--- config.mk ---
export PLATFORM = sky130hd
export DESIGN_NAME = tqf_trigger_qualifier
export DESIGN_NICKNAME = d
export VERILOG_FILES = /design/src/rtl/tqf_pkg.sv /design/src/rtl/tqf_trigger_qualifier.sv
export SDC_FILE = /design/constraint.sdc
export NUM_CORES = 1
export LEC_CHECK = 0
export ABC_AREA = 1
export BUFFER_PORTS_ARGS = -buffer_cell sky130_fd_sc_hd__buf_2
export CAP_MARGIN = 20
export CORE_ASPECT_RATIO = 0.75
export CORE_MARGIN = 5
export CORE_UTILIZATION = 56
export DETAILED_ROUTE_END_ITERATION = 16
export GPL_ROUTABILITY_DRIVEN = 0
export GPL_TIMING_DRIVEN = 0
export PLACE_DENSITY_LB_ADDON = 0.1
export RECOVER_POWER = 50
export SYNTH_ARGS = -nofsm -noshare
export SYNTH_HDL_FRONTEND = slang
export SYNTH_SLANG_ARGS = --single-unit
--- constraint.sdc ---
create_clock -name clk -period 3 [get_ports clk]
set_input_delay 0.45 -clock clk [delete_from_list [all_inputs] [get_ports clk]]
set_output_delay 0.45 -clock clk [all_outputs]
set_load 0.005 [all_outputs]
--- src/rtl/tqf_pkg.sv ---
// Purpose: shared constants and types for the trigger qualifier
// Assumes: 100 MHz sampling clock, APB register access
// Notes: all counts are in clock cycles unless named otherwise
package tqf_pkg;

  ////////////////////////////////////////////////////////////////////////
  // Register offsets (byte addresses)
  localparam logic [11:0] CTRL_ADDR = 12'h000;
  localparam logic [11:0] PAT_ADDR = 12'h004;
  localparam logic [11:0] HOLD_ADDR = 12'h008;
  localparam logic [11:0] WIDTH_ADDR = 12'h00C;
  localparam logic [11:0] QDEL_ADDR = 12'h010;
  localparam logic [11:0] VLINE_ADDR = 12'h014;
  localparam logic [11:0] CMD_ADDR = 12'h018;
  localparam logic [11:0] STAT_ADDR = 12'h01C;

  // Reset values
  localparam logic [31:0] CTRL_RST = 32'h0000_0000;
  localparam logic [31:0] PAT_RST = 32'h0000_0000;
  localparam logic [31:0] HOLD_RST = 32'h0000_0000;
  localparam logic [31:0] WIDTH_RST = 32'h0000_0000;
  localparam logic [31:0] QDEL_RST = 32'h0000_0000;
  localparam logic [31:0] VLINE_RST = 32'h0000_0000;

  // Control field positions
  localparam int SRC_LSB = 0;
  localparam int SLOPE_LSB = 3;
  localparam int ARM_LSB = 6;
  localparam int TYPE_LSB = 8;
  localparam int PAT_SEL_BIT = 11;
  localparam int PAT_EXIT_BIT = 12;
  localparam int QUAL_ABS_BIT = 13;
  localparam int HO_EVT_BIT = 14;
  localparam int QD_EVT_BIT = 15;
  localparam int VID_ONE_BIT = 16;
  localparam int FLD_TOT_LSB = 17;
  localparam int FLD_IDX_LSB = 19;
  localparam int SEG_SEL_LSB = 22;

  // Command bits, status fields
  localparam int CMD_ARM_BIT = 0;
  localparam int CMD_CLR_BIT = 1;
  localparam int ST_ARMED_BIT = 0;
  localparam int ST_NOTRIG_BIT = 1;
  localparam int ST_SWEEP_BIT = 2;
  localparam int ST_SEG_LSB = 3;
  localparam int ST_FLD_LSB = 11;

  // Source codes
  localparam logic [2:0] SRC_CH1 = 3'h0;
  localparam logic [2:0] SRC_CH2 = 3'h1;
  localparam logic [2:0] SRC_LINE = 3'h2;
  localparam logic [2:0] SRC_EXT = 3'h3;
  localparam logic [2:0] SRC_EXT10 = 3'h4;

  // Arming modes
  localparam logic [1:0] ARM_AUTO = 2'h0;
  localparam logic [1:0] ARM_NORMAL = 2'h1;
  localparam logic [1:0] ARM_SINGLE = 2'h2;
  localparam logic [1:0] ARM_SEQ = 2'h3;

  // Trigger types
  localparam logic [2:0] TT_EDGE = 3'h0;
  localparam logic [2:0] TT_PW_LT = 3'h1;
  localparam logic [2:0] TT_PW_GT = 3'h2;
  localparam logic [2:0] TT_IV_LT = 3'h3;
  localparam logic [2:0] TT_IV_GT = 3'h4;
  localparam logic [2:0] TT_STATEQ = 3'h5;
  localparam logic [2:0] TT_TEQ = 3'h6;
  localparam logic [2:0] TT_VIDEO = 3'h7;

  ////////////////////////////////////////////////////////////////////////
  // Timing
  localparam int CLK_PERIOD_PS = 10000;
  localparam int HO_MIN_PS = 25000;
  localparam int PW_MIN_PS = 2500;
  localparam int IVS_MIN_PS = 10000;
  localparam int IVL_MIN_PS = 25000;
  localparam int PORCH_PS = 1500000;
  localparam int AUTO_PERIOD_MS = 50;
  localparam int NOTRIG_MS = 1000;
  localparam logic [31:0] HO_MIN_CYC = 32'((HO_MIN_PS + CLK_PERIOD_PS - 1) / CLK_PERIOD_PS);
  localparam logic [31:0] PW_MIN_CYC = 32'((PW_MIN_PS + CLK_PERIOD_PS - 1) / CLK_PERIOD_PS);
  localparam logic [31:0] IVS_MIN_CYC = 32'((IVS_MIN_PS + CLK_PERIOD_PS - 1) / CLK_PERIOD_PS);
  localparam logic [31:0] IVL_MIN_CYC = 32'((IVL_MIN_PS + CLK_PERIOD_PS - 1) / CLK_PERIOD_PS);
  localparam logic [15:0] PORCH_CYC = 16'(PORCH_PS / CLK_PERIOD_PS);
  localparam longint AUTO_CYC = longint'(AUTO_PERIOD_MS) * 1000000000 / CLK_PERIOD_PS;
  localparam longint NOTRIG_CYC = longint'(NOTRIG_MS) * 1000000000 / CLK_PERIOD_PS;

  ////////////////////////////////////////////////////////////////////////
  // Types
  typedef struct packed {
    logic first_channel_src;
    logic second_channel_src;
    logic ext;
    logic ext_att;
    logic line;
    logic vid_hsync;
    logic vid_field;
    logic vid_odd;
  } tqf_in_t;

  typedef enum logic [2:0] {
    ST_IDLE = 3'b001,
    ST_ARMED = 3'b010,
    ST_SWEEP = 3'b100
  } tqf_arm_t;

endpackage

--- src/rtl/tqf_trigger_qualifier.sv ---
// Purpose: digital trigger qualification for a two-channel sampler
// Assumes: comparator and sync inputs arrive as levels; APB slave
// Notes: acq_done marks the end of each acquisition sweep
//
// The implementer's own choices: register access over APB and the address map.
`timescale 1ns/1ns
module tqf_trigger_qualifier #(
  parameter longint AUTO_CYC = tqf_pkg::AUTO_CYC,
  parameter longint NOTRIG_CYC = tqf_pkg::NOTRIG_CYC
) (
  input wire logic clk,
  input wire logic resetn,
  input wire logic psel,
  input wire logic penable,
  input wire logic pwrite,
  input wire logic [11:0] paddr,
  input wire logic [31:0] pwdata,
  output logic [31:0] prdata,
  output logic pready,
  output logic pslverr,
  input wire tqf_pkg::tqf_in_t cmp_in,
  input wire logic acq_done,
  output logic trig_out,
  output logic armed_out,
  output logic no_trig_out,
  output logic [7:0] seg_index_out
);

  ////////////////////////////////////////////////////////////////////////
  // Registers
  logic [31:0] ctrl_reg, pat_reg, hold_reg, width_reg, qdel_reg, vline_reg;
  logic [31:0] prdata_reg;
  logic pready_reg, pslverr_reg;
  logic wr_en, arm_req, clr_req, mapped;
  logic [31:0] rd_mux, status;

  logic [2:0] src;
  logic [2:0] slope;
  logic [1:0] arm_mode;
  logic [2:0] ttype;
  logic [1:0] fld_tot;
  logic [2:0] fld_idx, seg_sel;
  assign src = ctrl_reg[tqf_pkg::SRC_LSB +: 3];
  assign slope = ctrl_reg[tqf_pkg::SLOPE_LSB +: 3];
  assign arm_mode = ctrl_reg[tqf_pkg::ARM_LSB +: 2];
  assign ttype = ctrl_reg[tqf_pkg::TYPE_LSB +: 3];
  assign fld_tot = ctrl_reg[tqf_pkg::FLD_TOT_LSB +: 2];
  assign fld_idx = ctrl_reg[tqf_pkg::FLD_IDX_LSB +: 3];
  assign seg_sel = ctrl_reg[tqf_pkg::SEG_SEL_LSB +: 3];

  assign wr_en = psel & penable & pready_reg & pwrite;
  assign arm_req = wr_en & (paddr == tqf_pkg::CMD_ADDR) & pwdata[tqf_pkg::CMD_ARM_BIT];
  assign clr_req = wr_en & (paddr == tqf_pkg::CMD_ADDR) & pwdata[tqf_pkg::CMD_CLR_BIT];

  ////////////////////////////////////////////////////////////////////////
  // Input synchronisers and edge history
  tqf_pkg::tqf_in_t sync1_reg, sync2_reg, prev_reg;

  always_ff @(posedge clk or negedge resetn) begin
    if (!resetn) begin
      sync1_reg <= '0;
      sync2_reg <= '0;
      prev_reg <= '0;
    end else begin
      sync1_reg <= cmp_in;
      sync2_reg <= sync1_reg;
      prev_reg <= sync2_reg;
    end
  end

  // Level of each source, polarised except line, indexed by source code
  function automatic logic [4:0] polar(tqf_pkg::tqf_in_t v, logic [2:0] s);
    polar = {v.ext_att ^ s[2], v.ext ^ s[2], v.line, v.second_channel_src ^ s[1],
             v.first_channel_src ^ s[0]};
  endfunction

  // Three-term pattern; excluded terms count as ignored
  function automatic logic pmatch(logic [5:0] p, logic [2:0] lv, logic [2:0] ex);
    logic ok;
    ok = 1'b1;
    for (int i = 0; i < 3; i++) begin
      if (!ex[i] && p[2*i +: 2] == 2'h1 && lv[i]) begin
        ok = 1'b0;
      end
      if (!ex[i] && p[2*i +: 2] == 2'h2 && !lv[i]) begin
        ok = 1'b0;
      end
    end
    pmatch = ok;
  endfunction

  logic [4:0] pol_cur, pol_old;
  logic src_lvl, src_old, src_rise;
  logic [2:0] raw_cur, raw_old, excl;
  logic pat_cur, pat_old, pat_exit;
  logic sig_cur, sig_old, sig_rise, sig_fall;

  assign pol_cur = polar(sync2_reg, slope);
  assign pol_old = polar(prev_reg, slope);
  assign src_lvl = (src > tqf_pkg::SRC_EXT10) ? pol_cur[0] : pol_cur[src];
  assign src_old = (src > tqf_pkg::SRC_EXT10) ? pol_old[0] : pol_old[src];
  assign src_rise = src_lvl & ~src_old;

  assign raw_cur = {sync2_reg.ext, sync2_reg.second_channel_src, sync2_reg.first_channel_src};
  assign raw_old = {prev_reg.ext, prev_reg.second_channel_src, prev_reg.first_channel_src};
  assign pat_exit = ctrl_reg[tqf_pkg::PAT_EXIT_BIT];

  assign pat_cur = pmatch(pat_reg[5:0], raw_cur, 3'h0) ^ pat_exit;
  assign pat_old = pmatch(pat_reg[5:0], raw_old, 3'h0) ^ pat_exit;

  // pattern drives width and hold-off logic
  assign sig_cur = ctrl_reg[tqf_pkg::PAT_SEL_BIT] ? pat_cur : src_lvl;
  assign sig_old = ctrl_reg[tqf_pkg::PAT_SEL_BIT] ? pat_old : src_old;
  assign sig_rise = sig_cur & ~sig_old;
  assign sig_fall = ~sig_cur & sig_old;

  ////////////////////////////////////////////////////////////////////////
  // Width and interval measurement
  logic [31:0] meas_reg, lim;
  logic seen_reg;

  always_comb begin
    case (ttype)
      tqf_pkg::TT_PW_LT, tqf_pkg::TT_PW_GT: lim = (width_reg < tqf_pkg::PW_MIN_CYC) ?
                                                    tqf_pkg::PW_MIN_CYC : width_reg;
      tqf_pkg::TT_IV_LT: lim = (width_reg < tqf_pkg::IVS_MIN_CYC) ? tqf_pkg::IVS_MIN_CYC : width_reg;
      default: lim = (width_reg < tqf_pkg::IVL_MIN_CYC) ? tqf_pkg::IVL_MIN_CYC : width_reg;
    endcase
  end

  // Counter restarts on each opening edge and saturates
  always_ff @(posedge clk or negedge resetn) begin
    if (!resetn) begin
      meas_reg <= 32'h0000_0000;
      seen_reg <= 1'b0;
    end else if (sig_rise) begin
      meas_reg <= 32'h0000_0001;
      seen_reg <= 1'b1;
    end else if (meas_reg != 32'hFFFF_FFFF) begin
      meas_reg <= meas_reg + 32'h0000_0001;
    end
  end

  ////////////////////////////////////////////////////////////////////////
  // State and time/event qualification
  logic [31:0] qd_reg;
  logic wait_reg, qual_cur, qual_old, qual_rise, teq_start, q_load, q_active, q_fire;

  always_comb begin
    case (src)
      tqf_pkg::SRC_CH1: excl = 3'h1;
      tqf_pkg::SRC_CH2: excl = 3'h2;
      tqf_pkg::SRC_EXT, tqf_pkg::SRC_EXT10: excl = 3'h4;
      default: excl = 3'h0;
    endcase
  end

  assign qual_cur = pmatch(pat_reg[5:0], raw_cur, excl) ^ ctrl_reg[tqf_pkg::QUAL_ABS_BIT];
  assign qual_old = pmatch(pat_reg[5:0], raw_old, excl) ^ ctrl_reg[tqf_pkg::QUAL_ABS_BIT];
  assign qual_rise = qual_cur & ~qual_old;
  assign teq_start = pat_cur & ~pat_old;
  assign q_load = (ttype == tqf_pkg::TT_STATEQ) ? qual_rise : teq_start;
  assign q_active = (ttype == tqf_pkg::TT_STATEQ) ? qual_cur : wait_reg;
  assign q_fire = q_active & src_rise & (q_load ? (qdel_reg == 32'h0000_0000) :
                                                  (qd_reg == 32'h0000_0000));

  always_ff @(posedge clk or negedge resetn) begin
    if (!resetn) begin
      qd_reg <= 32'h0000_0000;
    end else if (q_load) begin
      qd_reg <= qdel_reg;
    end else if (qd_reg != 32'h0000_0000 && (!ctrl_reg[tqf_pkg::QD_EVT_BIT] || src_rise)) begin
      qd_reg <= qd_reg - 32'h0000_0001;
    end
  end

  always_ff @(posedge clk or negedge resetn) begin
    if (!resetn) begin
      wait_reg <= 1'b0;
    end else if (teq_start) begin
      wait_reg <= 1'b1;
    end else if (q_fire) begin
      wait_reg <= 1'b0;
    end
  end

  ////////////////////////////////////////////////////////////////////////
  // Video line and field tracking
  logic [15:0] since_reg, lper_reg, line_reg;
  logic [2:0] fld_reg, fld_mask, fld_want, fld_inc;
  logic h_rise, f_rise, v_fire;

  assign h_rise = sync2_reg.vid_hsync & ~prev_reg.vid_hsync;
  assign f_rise = sync2_reg.vid_field & ~prev_reg.vid_field;
  // field total of 1, 2, 4 or 8
  assign fld_mask = 3'((4'h1 << fld_tot) - 4'h1);
  assign fld_want = ((fld_idx == 3'h0) ? 3'h0 : fld_idx - 3'h1) & fld_mask;
  assign fld_inc = fld_reg + 3'h1;

  always_ff @(posedge clk or negedge resetn) begin
    if (!resetn) begin
      since_reg <= 16'h0000;
      lper_reg <= 16'h0000;
    end else if (h_rise) begin
      since_reg <= 16'h0001;
      lper_reg <= since_reg;
    end else if (since_reg != 16'hFFFF) begin
      since_reg <= since_reg + 16'h0001;
    end
  end

  always_ff @(posedge clk or negedge resetn) begin
    if (!resetn) begin
      line_reg <= 16'h0000;
    end else if (f_rise) begin
      line_reg <= 16'h0000;
    end else if (h_rise) begin
      line_reg <= line_reg + 16'h0001;
    end
  end

  // parity from separator, upper bits relative
  always_ff @(posedge clk or negedge resetn) begin
    if (!resetn) begin
      fld_reg <= 3'h0;
    end else if (f_rise) begin
      fld_reg <= {fld_inc[2:1], ~sync2_reg.vid_odd} & fld_mask;
    end
  end

  // front porch point, any or chosen line
  assign v_fire = (lper_reg > tqf_pkg::PORCH_CYC) && (since_reg == lper_reg - tqf_pkg::PORCH_CYC) &&
                  (!ctrl_reg[tqf_pkg::VID_ONE_BIT] ||
                   (line_reg == vline_reg[15:0] && fld_reg == fld_want));

  ////////////////////////////////////////////////////////////////////////
  // Trigger selection and hold-off
  logic raw_fire, accept, force_trig;
  logic [31:0] ho_reg, ho_load;

  always_comb begin
    case (ttype)
      tqf_pkg::TT_EDGE: raw_fire = sig_rise;
      tqf_pkg::TT_PW_LT: raw_fire = sig_fall & seen_reg & (meas_reg < lim);
      tqf_pkg::TT_PW_GT: raw_fire = sig_fall & seen_reg & (meas_reg > lim);
      tqf_pkg::TT_IV_LT: raw_fire = sig_rise & seen_reg & (meas_reg < lim);
      tqf_pkg::TT_IV_GT: raw_fire = sig_rise & seen_reg & (meas_reg > lim);
      tqf_pkg::TT_STATEQ, tqf_pkg::TT_TEQ: raw_fire = q_fire;
      tqf_pkg::TT_VIDEO: raw_fire = v_fire;
      default: raw_fire = 1'b0;
    endcase
  end

  tqf_pkg::tqf_arm_t state_reg;
  // Auto trigger bypasses hold-off so the display never freezes
  assign accept = (state_reg == tqf_pkg::ST_ARMED) & ((raw_fire & (ho_reg == 32'h0000_0000)) | force_trig);
  assign ho_load = (!ctrl_reg[tqf_pkg::HO_EVT_BIT] && hold_reg < tqf_pkg::HO_MIN_CYC) ?
                   tqf_pkg::HO_MIN_CYC : hold_reg;

  always_ff @(posedge clk or negedge resetn) begin
    if (!resetn) begin
      ho_reg <= 32'h0000_0000;
    end else if (accept) begin
      ho_reg <= ho_load;
    end else if (ho_reg != 32'h0000_0000 && (!ctrl_reg[tqf_pkg::HO_EVT_BIT] || sig_rise)) begin
      ho_reg <= ho_reg - 32'h0000_0001;
    end
  end

  ////////////////////////////////////////////////////////////////////////
  // Arming
  logic [7:0] seg_reg, seg_total;
  logic [31:0] auto_reg, nt_reg;
  logic no_trig_reg, trig_reg;

  always_comb begin
    case (seg_sel)
      3'h1: seg_total = 8'h05;
      3'h2: seg_total = 8'h0A;
      3'h3: seg_total = 8'h14;
      3'h4: seg_total = 8'h32;
      3'h5: seg_total = 8'h64;
      3'h6: seg_total = 8'hC8;
      default: seg_total = 8'h02;
    endcase
  end

  always_ff @(posedge clk or negedge resetn) begin
    if (!resetn) begin
      state_reg <= tqf_pkg::ST_IDLE;
    end else begin
      case (state_reg)
        tqf_pkg::ST_IDLE: begin
          if (arm_req) begin
            state_reg <= tqf_pkg::ST_ARMED;
          end
        end
        tqf_pkg::ST_ARMED: begin
          if (accept) begin
            state_reg <= tqf_pkg::ST_SWEEP;
          end
        end
        tqf_pkg::ST_SWEEP: begin
          if (acq_done) begin
            if (arm_mode == tqf_pkg::ARM_SINGLE) begin
              state_reg <= tqf_pkg::ST_IDLE;
            end else if (arm_mode == tqf_pkg::ARM_SEQ && seg_reg + 8'h01 >= seg_total) begin
              state_reg <= tqf_pkg::ST_IDLE;
            end else begin
              state_reg <= tqf_pkg::ST_ARMED;
            end
          end
        end
        default: state_reg <= tqf_pkg::ST_IDLE;
      endcase
    end
  end

  always_ff @(posedge clk or negedge resetn) begin
    if (!resetn) begin
      seg_reg <= 8'h00;
    end else if (state_reg == tqf_pkg::ST_IDLE && arm_req) begin
      seg_reg <= 8'h00;
    end else if (state_reg == tqf_pkg::ST_SWEEP && acq_done && arm_mode == tqf_pkg::ARM_SEQ &&
                 seg_reg + 8'h01 < seg_total) begin
      seg_reg <= seg_reg + 8'h01;
    end
  end

  assign force_trig = (arm_mode == tqf_pkg::ARM_AUTO) && (auto_reg >= 32'(AUTO_CYC - 1));
  always_ff @(posedge clk or negedge resetn) begin
    if (!resetn) begin
      auto_reg <= 32'h0000_0000;
    end else if (state_reg != tqf_pkg::ST_ARMED || accept) begin
      auto_reg <= 32'h0000_0000;
    end else begin
      auto_reg <= auto_reg + 32'h0000_0001;
    end
  end

  always_ff @(posedge clk or negedge resetn) begin
    if (!resetn) begin
      nt_reg <= 32'h0000_0000;
      no_trig_reg <= 1'b0;
    end else begin
      if (state_reg != tqf_pkg::ST_ARMED || accept || arm_mode != tqf_pkg::ARM_NORMAL) begin
        nt_reg <= 32'h0000_0000;
      end else if (nt_reg != 32'hFFFF_FFFF) begin
        nt_reg <= nt_reg + 32'h0000_0001;
      end
      if (arm_mode == tqf_pkg::ARM_NORMAL && nt_reg == 32'(NOTRIG_CYC - 1) && !accept) begin
        no_trig_reg <= 1'b1;
      end else if (clr_req || accept) begin
        no_trig_reg <= 1'b0;
      end
    end
  end

  always_ff @(posedge clk or negedge resetn) begin
    if (!resetn) begin
      trig_reg <= 1'b0;
    end else begin
      trig_reg <= accept;
    end
  end

  ////////////////////////////////////////////////////////////////////////
  // APB slave: answers one cycle after setup
  assign status = {18'h00000, fld_reg, seg_reg, state_reg == tqf_pkg::ST_SWEEP, no_trig_reg,
                   state_reg == tqf_pkg::ST_ARMED};

  always_comb begin
    mapped = 1'b1;
    case (paddr)
      tqf_pkg::CTRL_ADDR: rd_mux = ctrl_reg;
      tqf_pkg::PAT_ADDR: rd_mux = pat_reg;
      tqf_pkg::HOLD_ADDR: rd_mux = hold_reg;
      tqf_pkg::WIDTH_ADDR: rd_mux = width_reg;
      tqf_pkg::QDEL_ADDR: rd_mux = qdel_reg;
      tqf_pkg::VLINE_ADDR: rd_mux = vline_reg;
      tqf_pkg::CMD_ADDR: rd_mux = 32'h0000_0000;
      tqf_pkg::STAT_ADDR: rd_mux = status;
      default: begin
        rd_mux = 32'h0000_0000;
        mapped = 1'b0;
      end
    endcase
  end

  always_ff @(posedge clk or negedge resetn) begin
    if (!resetn) begin
      pready_reg <= 1'b0;
      pslverr_reg <= 1'b0;
      prdata_reg <= 32'h0000_0000;
    end else begin
      pready_reg <= psel & ~penable;
      pslverr_reg <= psel & ~penable & ~mapped;
      prdata_reg <= (psel & ~penable & ~pwrite) ? rd_mux : 32'h0000_0000;
    end
  end

  // Status address is read-only; writes there are dropped
  always_ff @(posedge clk or negedge resetn) begin
    if (!resetn) begin
      ctrl_reg <= tqf_pkg::CTRL_RST;
      pat_reg <= tqf_pkg::PAT_RST;
      hold_reg <= tqf_pkg::HOLD_RST;
      width_reg <= tqf_pkg::WIDTH_RST;
      qdel_reg <= tqf_pkg::QDEL_RST;
      vline_reg <= tqf_pkg::VLINE_RST;
    end else if (wr_en) begin
      case (paddr)
        tqf_pkg::CTRL_ADDR: ctrl_reg <= {7'h00, pwdata[24:0]};
        tqf_pkg::PAT_ADDR: pat_reg <= {26'h0000000, pwdata[5:0]};
        tqf_pkg::HOLD_ADDR: hold_reg <= pwdata;
        tqf_pkg::WIDTH_ADDR: width_reg <= pwdata;
        tqf_pkg::QDEL_ADDR: qdel_reg <= pwdata;
        tqf_pkg::VLINE_ADDR: vline_reg <= {16'h0000, pwdata[15:0]};
        default: ctrl_reg <= ctrl_reg;
      endcase
    end
  end

  assign prdata = prdata_reg;
  assign pready = pready_reg;
  assign pslverr = pslverr_reg;
  assign trig_out = trig_reg;
  assign armed_out = state_reg[1];
  assign no_trig_out = no_trig_reg;
  assign seg_index_out = seg_reg;

endmodule

==> impl_metrics.env, run 1 <==
export IMPL_status="finished with violations"
export IMPL_violations="negative setup slack"
export IMPL_setup_viol=101
export IMPL_avgRoutedWirePerCell_um=20.1
export IMPL_r2r_cells=30
export IMPL_crit_path_max_fanout=10
export IMPL_synth_top_cell_area_share_pct=46.2
export IMPL_worst_slack_ps=-718
export IMPL_die_area_um2=45300
export IMPL_yosys_warnings=0
export IMPL_reg2reg_slack_ps=-720
export IMPL_antenna_found_initial=0
export IMPL_slew_headroom_pct=9.88
export IMPL_clock_sinks=426
export IMPL_first_pass_iters=6
export IMPL_fp_dieH_um=186
export IMPL_synth_common_cells="nand2_1 (685), dfrtp_1 (425), inv_1 (371)"
export IMPL_rows=64
export IMPL_grt_pass1_wl_um=116000
export IMPL_min_delay_path_depth=2
export IMPL_nets=3266
export IMPL_cts_root_buf="clkbuf_16"
export IMPL_design_area_um2=27100
export IMPL_yosysSeqAreaShare_pct=46.3
export IMPL_drt_met1_wl_um=31200
export IMPL_synth_edff_count=0
export IMPL_numCtsBuffers=45
export IMPL_hold_path_class="input pin to register"
export IMPL_synthTopCellsByArea="dfrtp_1 (46%), nand2_1 (11%), inv_1 (6.0%), nor2_1 (5.5%), o21ai_0 (5.4%)"
export IMPL_grt_pass1_vias=20900
export IMPL_timing_rr_start="width_reg[27]"
export IMPL_period_share_pct=124
export IMPL_max_cap_viol_count=0
export IMPL_syn_instance_count=2965
export IMPL_synth_distinct_cells=56
export IMPL_cp_top_family="simple AND/OR/NAND/NOR gates"
export IMPL_track_usage_pct=32.2
export IMPL_synthArstFlopShare_pct=100
export IMPL_worstPathRequired_ps=3450
export IMPL_synth_ff_type="dfrtp_1"
export IMPL_slowest_stage="dfrtp_1"
export IMPL_clock_fmax_mhz=269
export IMPL_drt_iter0_drc=2756
export IMPL_cts_path_max_buffers=3
export IMPL_leakagePower_nw=12.5
export IMPL_startpoint_type="register"
export IMPL_port_buffer_count=101
export IMPL_nFillCells=3371
export IMPL_endpoint_kind="register"
export IMPL_yosysTopAreaCell="dfrtp_1"
export IMPL_min_to="pslverr"
export IMPL_critPathMaxStageDelay_ps=410
export IMPL_avgSynthCellArea_um2=7.77
export IMPL_clkLatencyLatePin_ps=580
export IMPL_ys_ff_latch=426
export IMPL_cp_arrival_ps=4170
export IMPL_r2r_end="ho_reg[22]"
export IMPL_cp_buffers_inverters=4
export IMPL_cellPowerDensity_nw_per_um2=578
export IMPL_synth_area_um2=23000
export IMPL_drive_above_1_share_pct=12.0
export IMPL_vias=22200
export IMPL_ir_drop_mv=0.417
export IMPL_start_util_pct=56.6
export IMPL_rsz0062_at_grt="true"
export IMPL_core_um2=40700
export IMPL_wl_met2_um=32000
export IMPL_cts_max_level=2
export IMPL_fin_crit_ps=3720
export IMPL_hpwlAfterDp_um=55100
export IMPL_yosysMostFrequentCell="nand2_1"
export IMPL_slew_violations=0
export IMPL_synth_nets=3075
export IMPL_path_clk_slew_ps=60
export IMPL_ioPinCount=103
export IMPL_hold_violations=0
export IMPL_worstHoldStart="penable"
export IMPL_fp_dieW_um=244
export IMPL_tightest_slew_ps=1350
export IMPL_timing_critical_path_mode_cell="nand2_1"
export IMPL_grt_max_degree=124
export IMPL_placed_area_um2=24300
export IMPL_top_layer="met4"
export IMPL_area_growth_pct=17.8
export IMPL_drc_errors=0
export IMPL_ant_nets=0
export IMPL_tritoncts="done"
export IMPL_clock_skew_ps=20.7
export IMPL_grt_ovfl_total=0
export IMPL_dpl_worst_slack_ps=-1270
export IMPL_crit_type="register to register"
export IMPL_vias_per_cell=5.97
export IMPL_wl_um=74700
export IMPL_met3WireLength_um=7900
## where the power goes
part           switching, mW  leakage, nW  total [mW]  internal, mW
Combinational           1.79         5.96        2.92          1.12
Sequential             0.550         5.77        6.77          6.22
Clock                   2.42        0.785        6.00          3.58
## what timing repair did
action                                  in CTS  in global routing
endpoints found under the setup margin     133                131
gates cloned                                 5                  3
setup buffers                               11                 12
pin swaps                                   16                 24
hold endpoints to repair                   103                  0
resized for setup                          126                116
hold buffers                                 9                  0
## worst register-to-register path: cells and delay by family (launching register included)
family	cells	cell delay (ps)
buf+inv	4	510
flops	1	410
compound gates	4	490
fa+ha+maj	1	190
simple gates	21	2010
## kinds of logic after synthesis
| logic type | Yosys count | synth area share, % |
|---|---|---|
| compound gates | 474 | 11.6 |
| simple gates | 1409 | 26.3 |
| xor+xnor | 130 | 5.00 |
| flops | 426 | 46.3 |
| fa+ha+maj | 52 | 2.83 |
| buf+inv | 473 | 7.95 |
| mux | 1 | 0.0435 |
## metrics by stage
| stage | power (mW) | setup TNS (ps) | hold slack, ps | util [%] | instances |
|---|---|---|---|---|---|
| floorplan | 8.51 | 0 | 154 | - | 2965 |
| global placement | 9.19 | -3100380 | 334 | 59.5 | 3594 |
| detailed placement | 9.32 | -151950 | 337 | 59.7 | 3598 |
| CTS | 15.5 | -55900 | 50.0 | 65.5 | 3705 |
| global route | 16.4 | -85090 | 66.5 | 66.7 | 3719 |
| finish | 15.7 | -63110 | 67.8 | 66.7 | 3720 |
## cell usage in the layout, fill, tap and decap left out, types with 21 or more instances in the layout
cell	Yosys	routed
a21oi_1	89	81
buf_2	11	73
clkbuf_1	56	86
clkbuf_16	0	53
dfrtp_1	425	425
ha_1	52	50
inv_1	371	363
inv_2	20	26
nand2_1	685	666
nand3_1	165	163
nand4_1	49	49
nor2_1	335	294
nor2_2	10	21
nor2_4	1	31
nor3_1	73	57
nor4_1	45	40
o21ai_0	249	241
o21ai_1	24	24
o22ai_1	32	32
xnor2_1	49	49
xor2_1	80	80
## worst max-delay path by stage
stage | start | end | slack (ps) | cells past startpoint
global route | width_reg[29] | ho_reg[22] | -930 | 30
CTS | width_reg[29] | ho_reg[25] | -690 | 32
detailed placement | width_reg[31] | ho_reg[30] | -1270 | 28
global placement | resetn | nt_reg[21] | -7050 | 1
finish | width_reg[27] | ho_reg[22] | -720 | 30
floorplan | seg_index_out[2] | seg_index_out[0] | 0.9 | 14
## per-layer routing
metal	up-vias	global-route usage, %
li1	10100	-
met1	10600	45.9
met2	1246	49.0
met3	240	6.53
met4	0	12.9
met5	-	0
## layout make-up
| type | count | area (um2) | share of cell area (%) |
|---|---|---|---|
| repair buffers | 145 | 998 | 3.68 |
| diodes | 1 | 2.50 | 0.00922 |
| well taps | 528 | 661 | 2.43 |
| plain buffers | 78 | 483 | 1.78 |
| inverters | 394 | 1490 | 5.50 |
| clock inverters | 16 | 199 | 0.733 |
| clock buffers | 66 | 1400 | 5.15 |
| multi-input cells | 2066 | 11200 | 41.4 |
| flip-flops and latches | 426 | 10700 | 39.3 |
(Power assumes the default switching activity.)
==> run 2, diff against run 1 <==
Settings changed: CORE_UTILIZATION 56 to 35.
==> run 2 against run 1 <==
The flow finishes with violations (max-capacitance violations, max-slew violations, negative setup slack). Core utilization shrank 24 points. Non-clock buffer count grew 14. Routed wire length grew 9.7%. Register-to-register slack gained 70 ps. Sequential power is essentially flat. Die area grew 57%. Sequential cell count is the same. Power grew 0.56%. Clock power grew 2%. Largest cell class unchanged. Largest power group unchanged.
==> impl_metrics.env, run 2 (synthesis gave the netlist of run 1 again) <==
export IMPL_status="finished with violations"
export IMPL_violations="max-capacitance violations, max-slew violations, negative setup slack"
export IMPL_cp_arrival_ps=4140
export IMPL_slew_headroom_pct=-13.0
export IMPL_rows=81
export IMPL_start_util_pct=35.3
export IMPL_switching_share_pct=30.8
export IMPL_fp_dieW_um=306
export IMPL_vias=21500
export IMPL_seqPwrFrac_pct=42.9
export IMPL_max_cap_viol_count=1
export IMPL_pwr_share_comb_pct=18.2
export IMPL_antenna_cells=0
export IMPL_grt_ovfl_total=0
export IMPL_first_pass_iters=5
export IMPL_endpoint_kind="register"
export IMPL_grt_max_degree=99
export IMPL_final_hold_worst_slack_ps=53.7
export IMPL_final_util_pct=42.4
export IMPL_cts_max_level=2
export IMPL_wl_um=81900
export IMPL_hold_path_class="input pin to register"
export IMPL_drive_above_1_share_pct=12.7
export IMPL_timing_critical_path_mode_cell="nand2_1"
export IMPL_crit_type="register to register"
export IMPL_leakagePower_nw=12.7
export IMPL_track_usage_pct=22.5
export IMPL_ir_drop_mv=0.396
export IMPL_numCtsBuffers=49
export IMPL_critPathMaxStageDelay_ps=380
export IMPL_drc_errors=0
export IMPL_tightest_slew_ps=1690
export IMPL_startpoint_type="register"
export IMPL_tritoncts="done"
export IMPL_setup_viol=101
export IMPL_ant_nets=0
export IMPL_switchingPower_mw=4.86
export IMPL_avgRoutedWirePerCell_um=20.1
export IMPL_p_int_mw=10.9
export IMPL_crit_path_max_fanout=5
export IMPL_final_cell_mix="nand2_1 (669), dfrtp_1 (423), inv_1 (368), nor2_1 (319), o21ai_0 (244)"
export IMPL_nets=3284
export IMPL_drt_iter0_drc=1940
export IMPL_ioPinCount=103
export IMPL_worstPathRequired_ps=3480
export IMPL_slowest_stage="dfrtp_1"
export IMPL_port_buffer_count=101
export IMPL_p_clk_share_pct=38.9
export IMPL_hold_violations=0
export IMPL_slew_violations=62
export IMPL_cts_root_buf="clkbuf_16"
export IMPL_clkLatencyLatePin_ps=600
export IMPL_clock_skew_ps=20.8
export IMPL_path_clk_slew_ps=60
export IMPL_period_share_pct=122
export IMPL_area_growth_pct=20.0
export IMPL_cts_path_max_buffers=3
export IMPL_die_area_um2=71100
export IMPL_vias_per_cell=5.25
export IMPL_clock_fmax_mhz=274
export IMPL_hpwlAfterDp_um=61700
export IMPL_grt_pass1_vias=20300
export IMPL_rsz0062_at_grt="true"
export IMPL_core_um2=65200
export IMPL_placed_area_um2=24800
export IMPL_fin_crit_ps=3650
export IMPL_layout_commonest_cell="nand2_1"
export IMPL_clock_sinks=426
export IMPL_grt_pass1_wl_um=125000
export IMPL_cellPowerDensity_nw_per_um2=570
export IMPL_fp_dieH_um=232
export IMPL_design_area_um2=27600
export IMPL_fin_tns_setup_ps=-58550
export IMPL_worst_slack_ps=-652
export IMPL_antenna_found_initial=1
[run 2: cell count changes in the layout (fill, tap and decap cells not counted), sizes merged]
| cell | change |
|---|---|
| buf | +47 |
| bufinv | -2 |
| inv | -1 |
| diode | -1 |
| clkbuf | -21 |
[run 2: repair_timing]
action | CTS | global route
gates cloned | 7 | 4
setup endpoints to repair | 138 | 165
pin swaps | 12 | 18
buffers inserted | 20 | 13
hold endpoints to repair | 65 | 0
hold buffers | 9 | 0
resized for setup | 87 | 114
[run 2: critical path: cells and delay by family, from the launching register on]
family                   cells  cell delay [ps]
buffers and inverters        6              710
flip-flops                   1              380
AO/OA/AOI/OAI                2              290
adder cells (fa/ha/maj)      1              190
AND/OR/NAND/NOR             23             1940
[run 2: per-layer routing]
metal  track usage (%)  vias up  routed length, um
met3              4.82      103               6980
met4              5.02        0               1770
met1              35.4    10500              40500
met5                 0        -                  0
li1                  -    10100                  -
met2              31.3      756              32600
[run 2: final cells by class]
class	instances	area (um2)
fillers	6565	37500
multi-input cells	2066	11100
flip-flops and latches	426	10700
clock buffers	78	1500
inverters	394	1490
repair buffers	159	1230
well taps	871	1090
plain buffers	78	457
clock inverters	13	124
[run 2: worst paths after layout]
| check | from | endpoint | slack, ps | depth (start not counted) |
|---|---|---|---|---|
| min reg2reg | sync1_reg[5] | raw_cur[2] | 350 | 0 |
| min | penable | pslverr | 50 | 2 |
| max reg2reg | width_reg[8] | ho_reg[10] | -650 | 32 |
| max in group asynchronous | resetn | width_reg[24] | 450 | 3 |
| min in group asynchronous | resetn | since_reg[11] | 810 | 2 |
| max | width_reg[8] | ho_reg[10] | -650 | 32 |
[run 2: through the flow]
step	cells	setup WS (ps)	power, mW
final	4085	-652	15.8
after floorplan	2965	0.925	8.51
after global routing	4085	-916	16.6
after global placement	3937	-7750	9.32
after detailed placement	3942	-1230	9.39
after CTS	4069	-662	15.7
[run 2: power groups by stage]
stage	clock network, mW	logic (mW)	registers, mW
floorplan	0	1.81	6.70
global placement	0	2.49	6.82
detailed placement	0	2.55	6.83
CTS	6.30	2.67	6.73
global route	6.52	3.24	6.83
finish	6.13	2.87	6.76
==> run 3, diff against run 2 <==
Settings changed: REMOVE_ABC_BUFFERS from default to 1.
==> run 3 against run 2 <==
The run still ends with max-capacitance violations, max-slew violations, negative setup slack left. Register-to-register slack got worse by 80 ps. Global-route usage shrank 1.5 points. Via count down 3.4%. Combinational power hardly changed. Sequential share of layout area decreased by 0.24 points. Final cell count down 1.4%. Worst setup slack worse by 80 ps. Critical path type unchanged. Largest power group unchanged.
==> impl_metrics.env, run 3 (synthesis gave the netlist of run 1 again) <==
export IMPL_rsz0062_at_grt="true"
export IMPL_avgRoutedWirePerCell_um=19.1
export IMPL_timing_critical_path_mode_cell="nand2_1"
export IMPL_timing_rr_start="width_reg[25]"
export IMPL_track_usage_pct=21.0
export IMPL_drc_errors=0
export IMPL_startpoint_type="register"
export IMPL_drt_iter0_drc=1840
export IMPL_hold_violations=0
export IMPL_placed_area_um2=24700
export IMPL_reg2reg_slack_ps=-730
export IMPL_fp_dieW_um=306
export IMPL_layout_commonest_cell="nand2_1"
export IMPL_core_um2=65200
export IMPL_slowest_stage="dfrtp_1"
export IMPL_fin_crit_ps=3730
export IMPL_grt_ovfl_total=0
export IMPL_numCtsBuffers=48
export IMPL_vias_per_cell=5.15
export IMPL_crit_path_max_fanout=8
export IMPL_die_area_um2=71100
export IMPL_final_util_pct=42.7
export IMPL_final_cell_mix="nand2_1 (643), dfrtp_1 (422), inv_1 (363), nor2_1 (311), o21ai_0 (237)"
export IMPL_clock_skew_ps=35.4
export IMPL_r2r_cells=30
export IMPL_tritoncts="done"
export IMPL_cts_path_max_buffers=3
export IMPL_min_delay_path_depth=2
export IMPL_first_pass_iters=5
export IMPL_r2r_end="ho_reg[8]"
export IMPL_slew_violations=69
export IMPL_ioPinCount=103
export IMPL_design_area_um2=27800
export IMPL_nets=3230
export IMPL_port_buffer_count=102
export IMPL_status="finished with violations"
export IMPL_clock_fmax_mhz=268
export IMPL_min_to="pready"
export IMPL_hold_path_class="input pin to register"
export IMPL_slew_headroom_pct=-19.0
export IMPL_period_share_pct=124
export IMPL_cts_max_level=2
export IMPL_worstPathRequired_ps=3470
export IMPL_worstHoldStart="penable"
export IMPL_worst_slack_ps=-732
export IMPL_max_cap_viol_count=1
export IMPL_dpl_worst_slack_ps=-2480
export IMPL_drive_above_1_share_pct=13.0
export IMPL_rows=81
export IMPL_antenna_cells=0
export IMPL_setup_viol=194
export IMPL_cellPowerDensity_nw_per_um2=566
export IMPL_fp_dieH_um=232
export IMPL_drt_met1_wl_um=38600
export IMPL_cts_root_buf="clkbuf_16"
export IMPL_critPathMaxStageDelay_ps=410
export IMPL_endpoint_kind="register"
export IMPL_area_growth_pct=20.8
export IMPL_grt_max_degree=113
export IMPL_grt_pass1_vias=19600
export IMPL_cp_arrival_ps=4200
export IMPL_leakagePower_nw=12.6
export IMPL_clkLatencyLatePin_ps=600
export IMPL_start_util_pct=35.3
export IMPL_wl_met2_um=31600
export IMPL_fin_tns_setup_ps=-67360
export IMPL_tightest_slew_ps=1790
export IMPL_violations="max-capacitance violations, max-slew violations, negative setup slack"
export IMPL_antenna_found_initial=0
export IMPL_path_clk_slew_ps=60
export IMPL_vias=20700
export IMPL_top_layer="met4"
export IMPL_ir_drop_mv=0.357
export IMPL_grt_pass1_wl_um=117000
export IMPL_crit_type="register to register"
export IMPL_clock_sinks=426
export IMPL_ant_nets=0
export IMPL_wl_um=76800
export IMPL_hpwlAfterDp_um=54900
export IMPL_met3WireLength_um=5090
-- run 3: stage by stage --
step,hold slack [ps],total power [mW],std cells
3_3_place_gp,334,9.29,3859
6_report,65.7,15.7,4026
3_5_place_dp,335,9.37,3878
4_1_cts,16.7,15.8,4014
5_1_grt,36.5,16.6,4026
2_1_floorplan,154,8.49,2886
-- run 3: worst max path at each step --
stage,from,end,depth (start not counted)
global placement,resetn,hold_reg[26],1
floorplan,width_reg[18],nt_reg[5],26
CTS,width_reg[25],ho_reg[10],31
detailed placement,width_reg[27],nt_reg[5],27
finish,width_reg[25],ho_reg[8],30
global route,width_reg[25],ho_reg[6],30
-- run 3: final cells by class --
| cell class | instances | area (um2) |
|---|---|---|
| Clock inverter | 15 | 168 |
| Sequential cell | 426 | 10700 |
| Fill cell | 6586 | 37400 |
| Inverter | 394 | 1530 |
| Tap cell | 871 | 1090 |
| Multi-Input combinational cell | 2072 | 11400 |
| Clock buffer | 70 | 1430 |
| Timing Repair inverter | 2 | 35.0 |
| Timing Repair Buffer | 176 | 1500 |
-- run 3: critical path, delay by kind of cell (launching register included) --
family / cells / cell delay (ps)
and+or+nand+nor: 22 / 2080
buffers and inverters: 4 / 500
DFF: 1 / 410
AOI/OAI and AO/OA: 3 / 390
adders and majority gates: 1 / 190
-- run 3: what timing repair did --
item,4_1_cts,5_1_grt
endpoints found under the hold margin,76,0
gates cloned,13,1
buffers inserted,29,16
hold buffers,9,0
endpoints found under the setup margin,146,149
pin swaps,29,28
gates resized for setup,162,87
-- run 3: routing by layer --
metal / GRT usage, % / vias up
li1: - / 10000
met4: 4.81 / 0
met1: 32.6 / 10100
met3: 4.46 / 95
met5: 0 / -
met2: 29.8 / 558
-- run 3: where the power goes --
group	leakage, nW	internal, mW	total (mW)	switching, mW
logic	6.03	1.05	2.86	1.81
clock network	0.797	3.56	6.10	2.54
registers	5.76	6.22	6.77	0.554
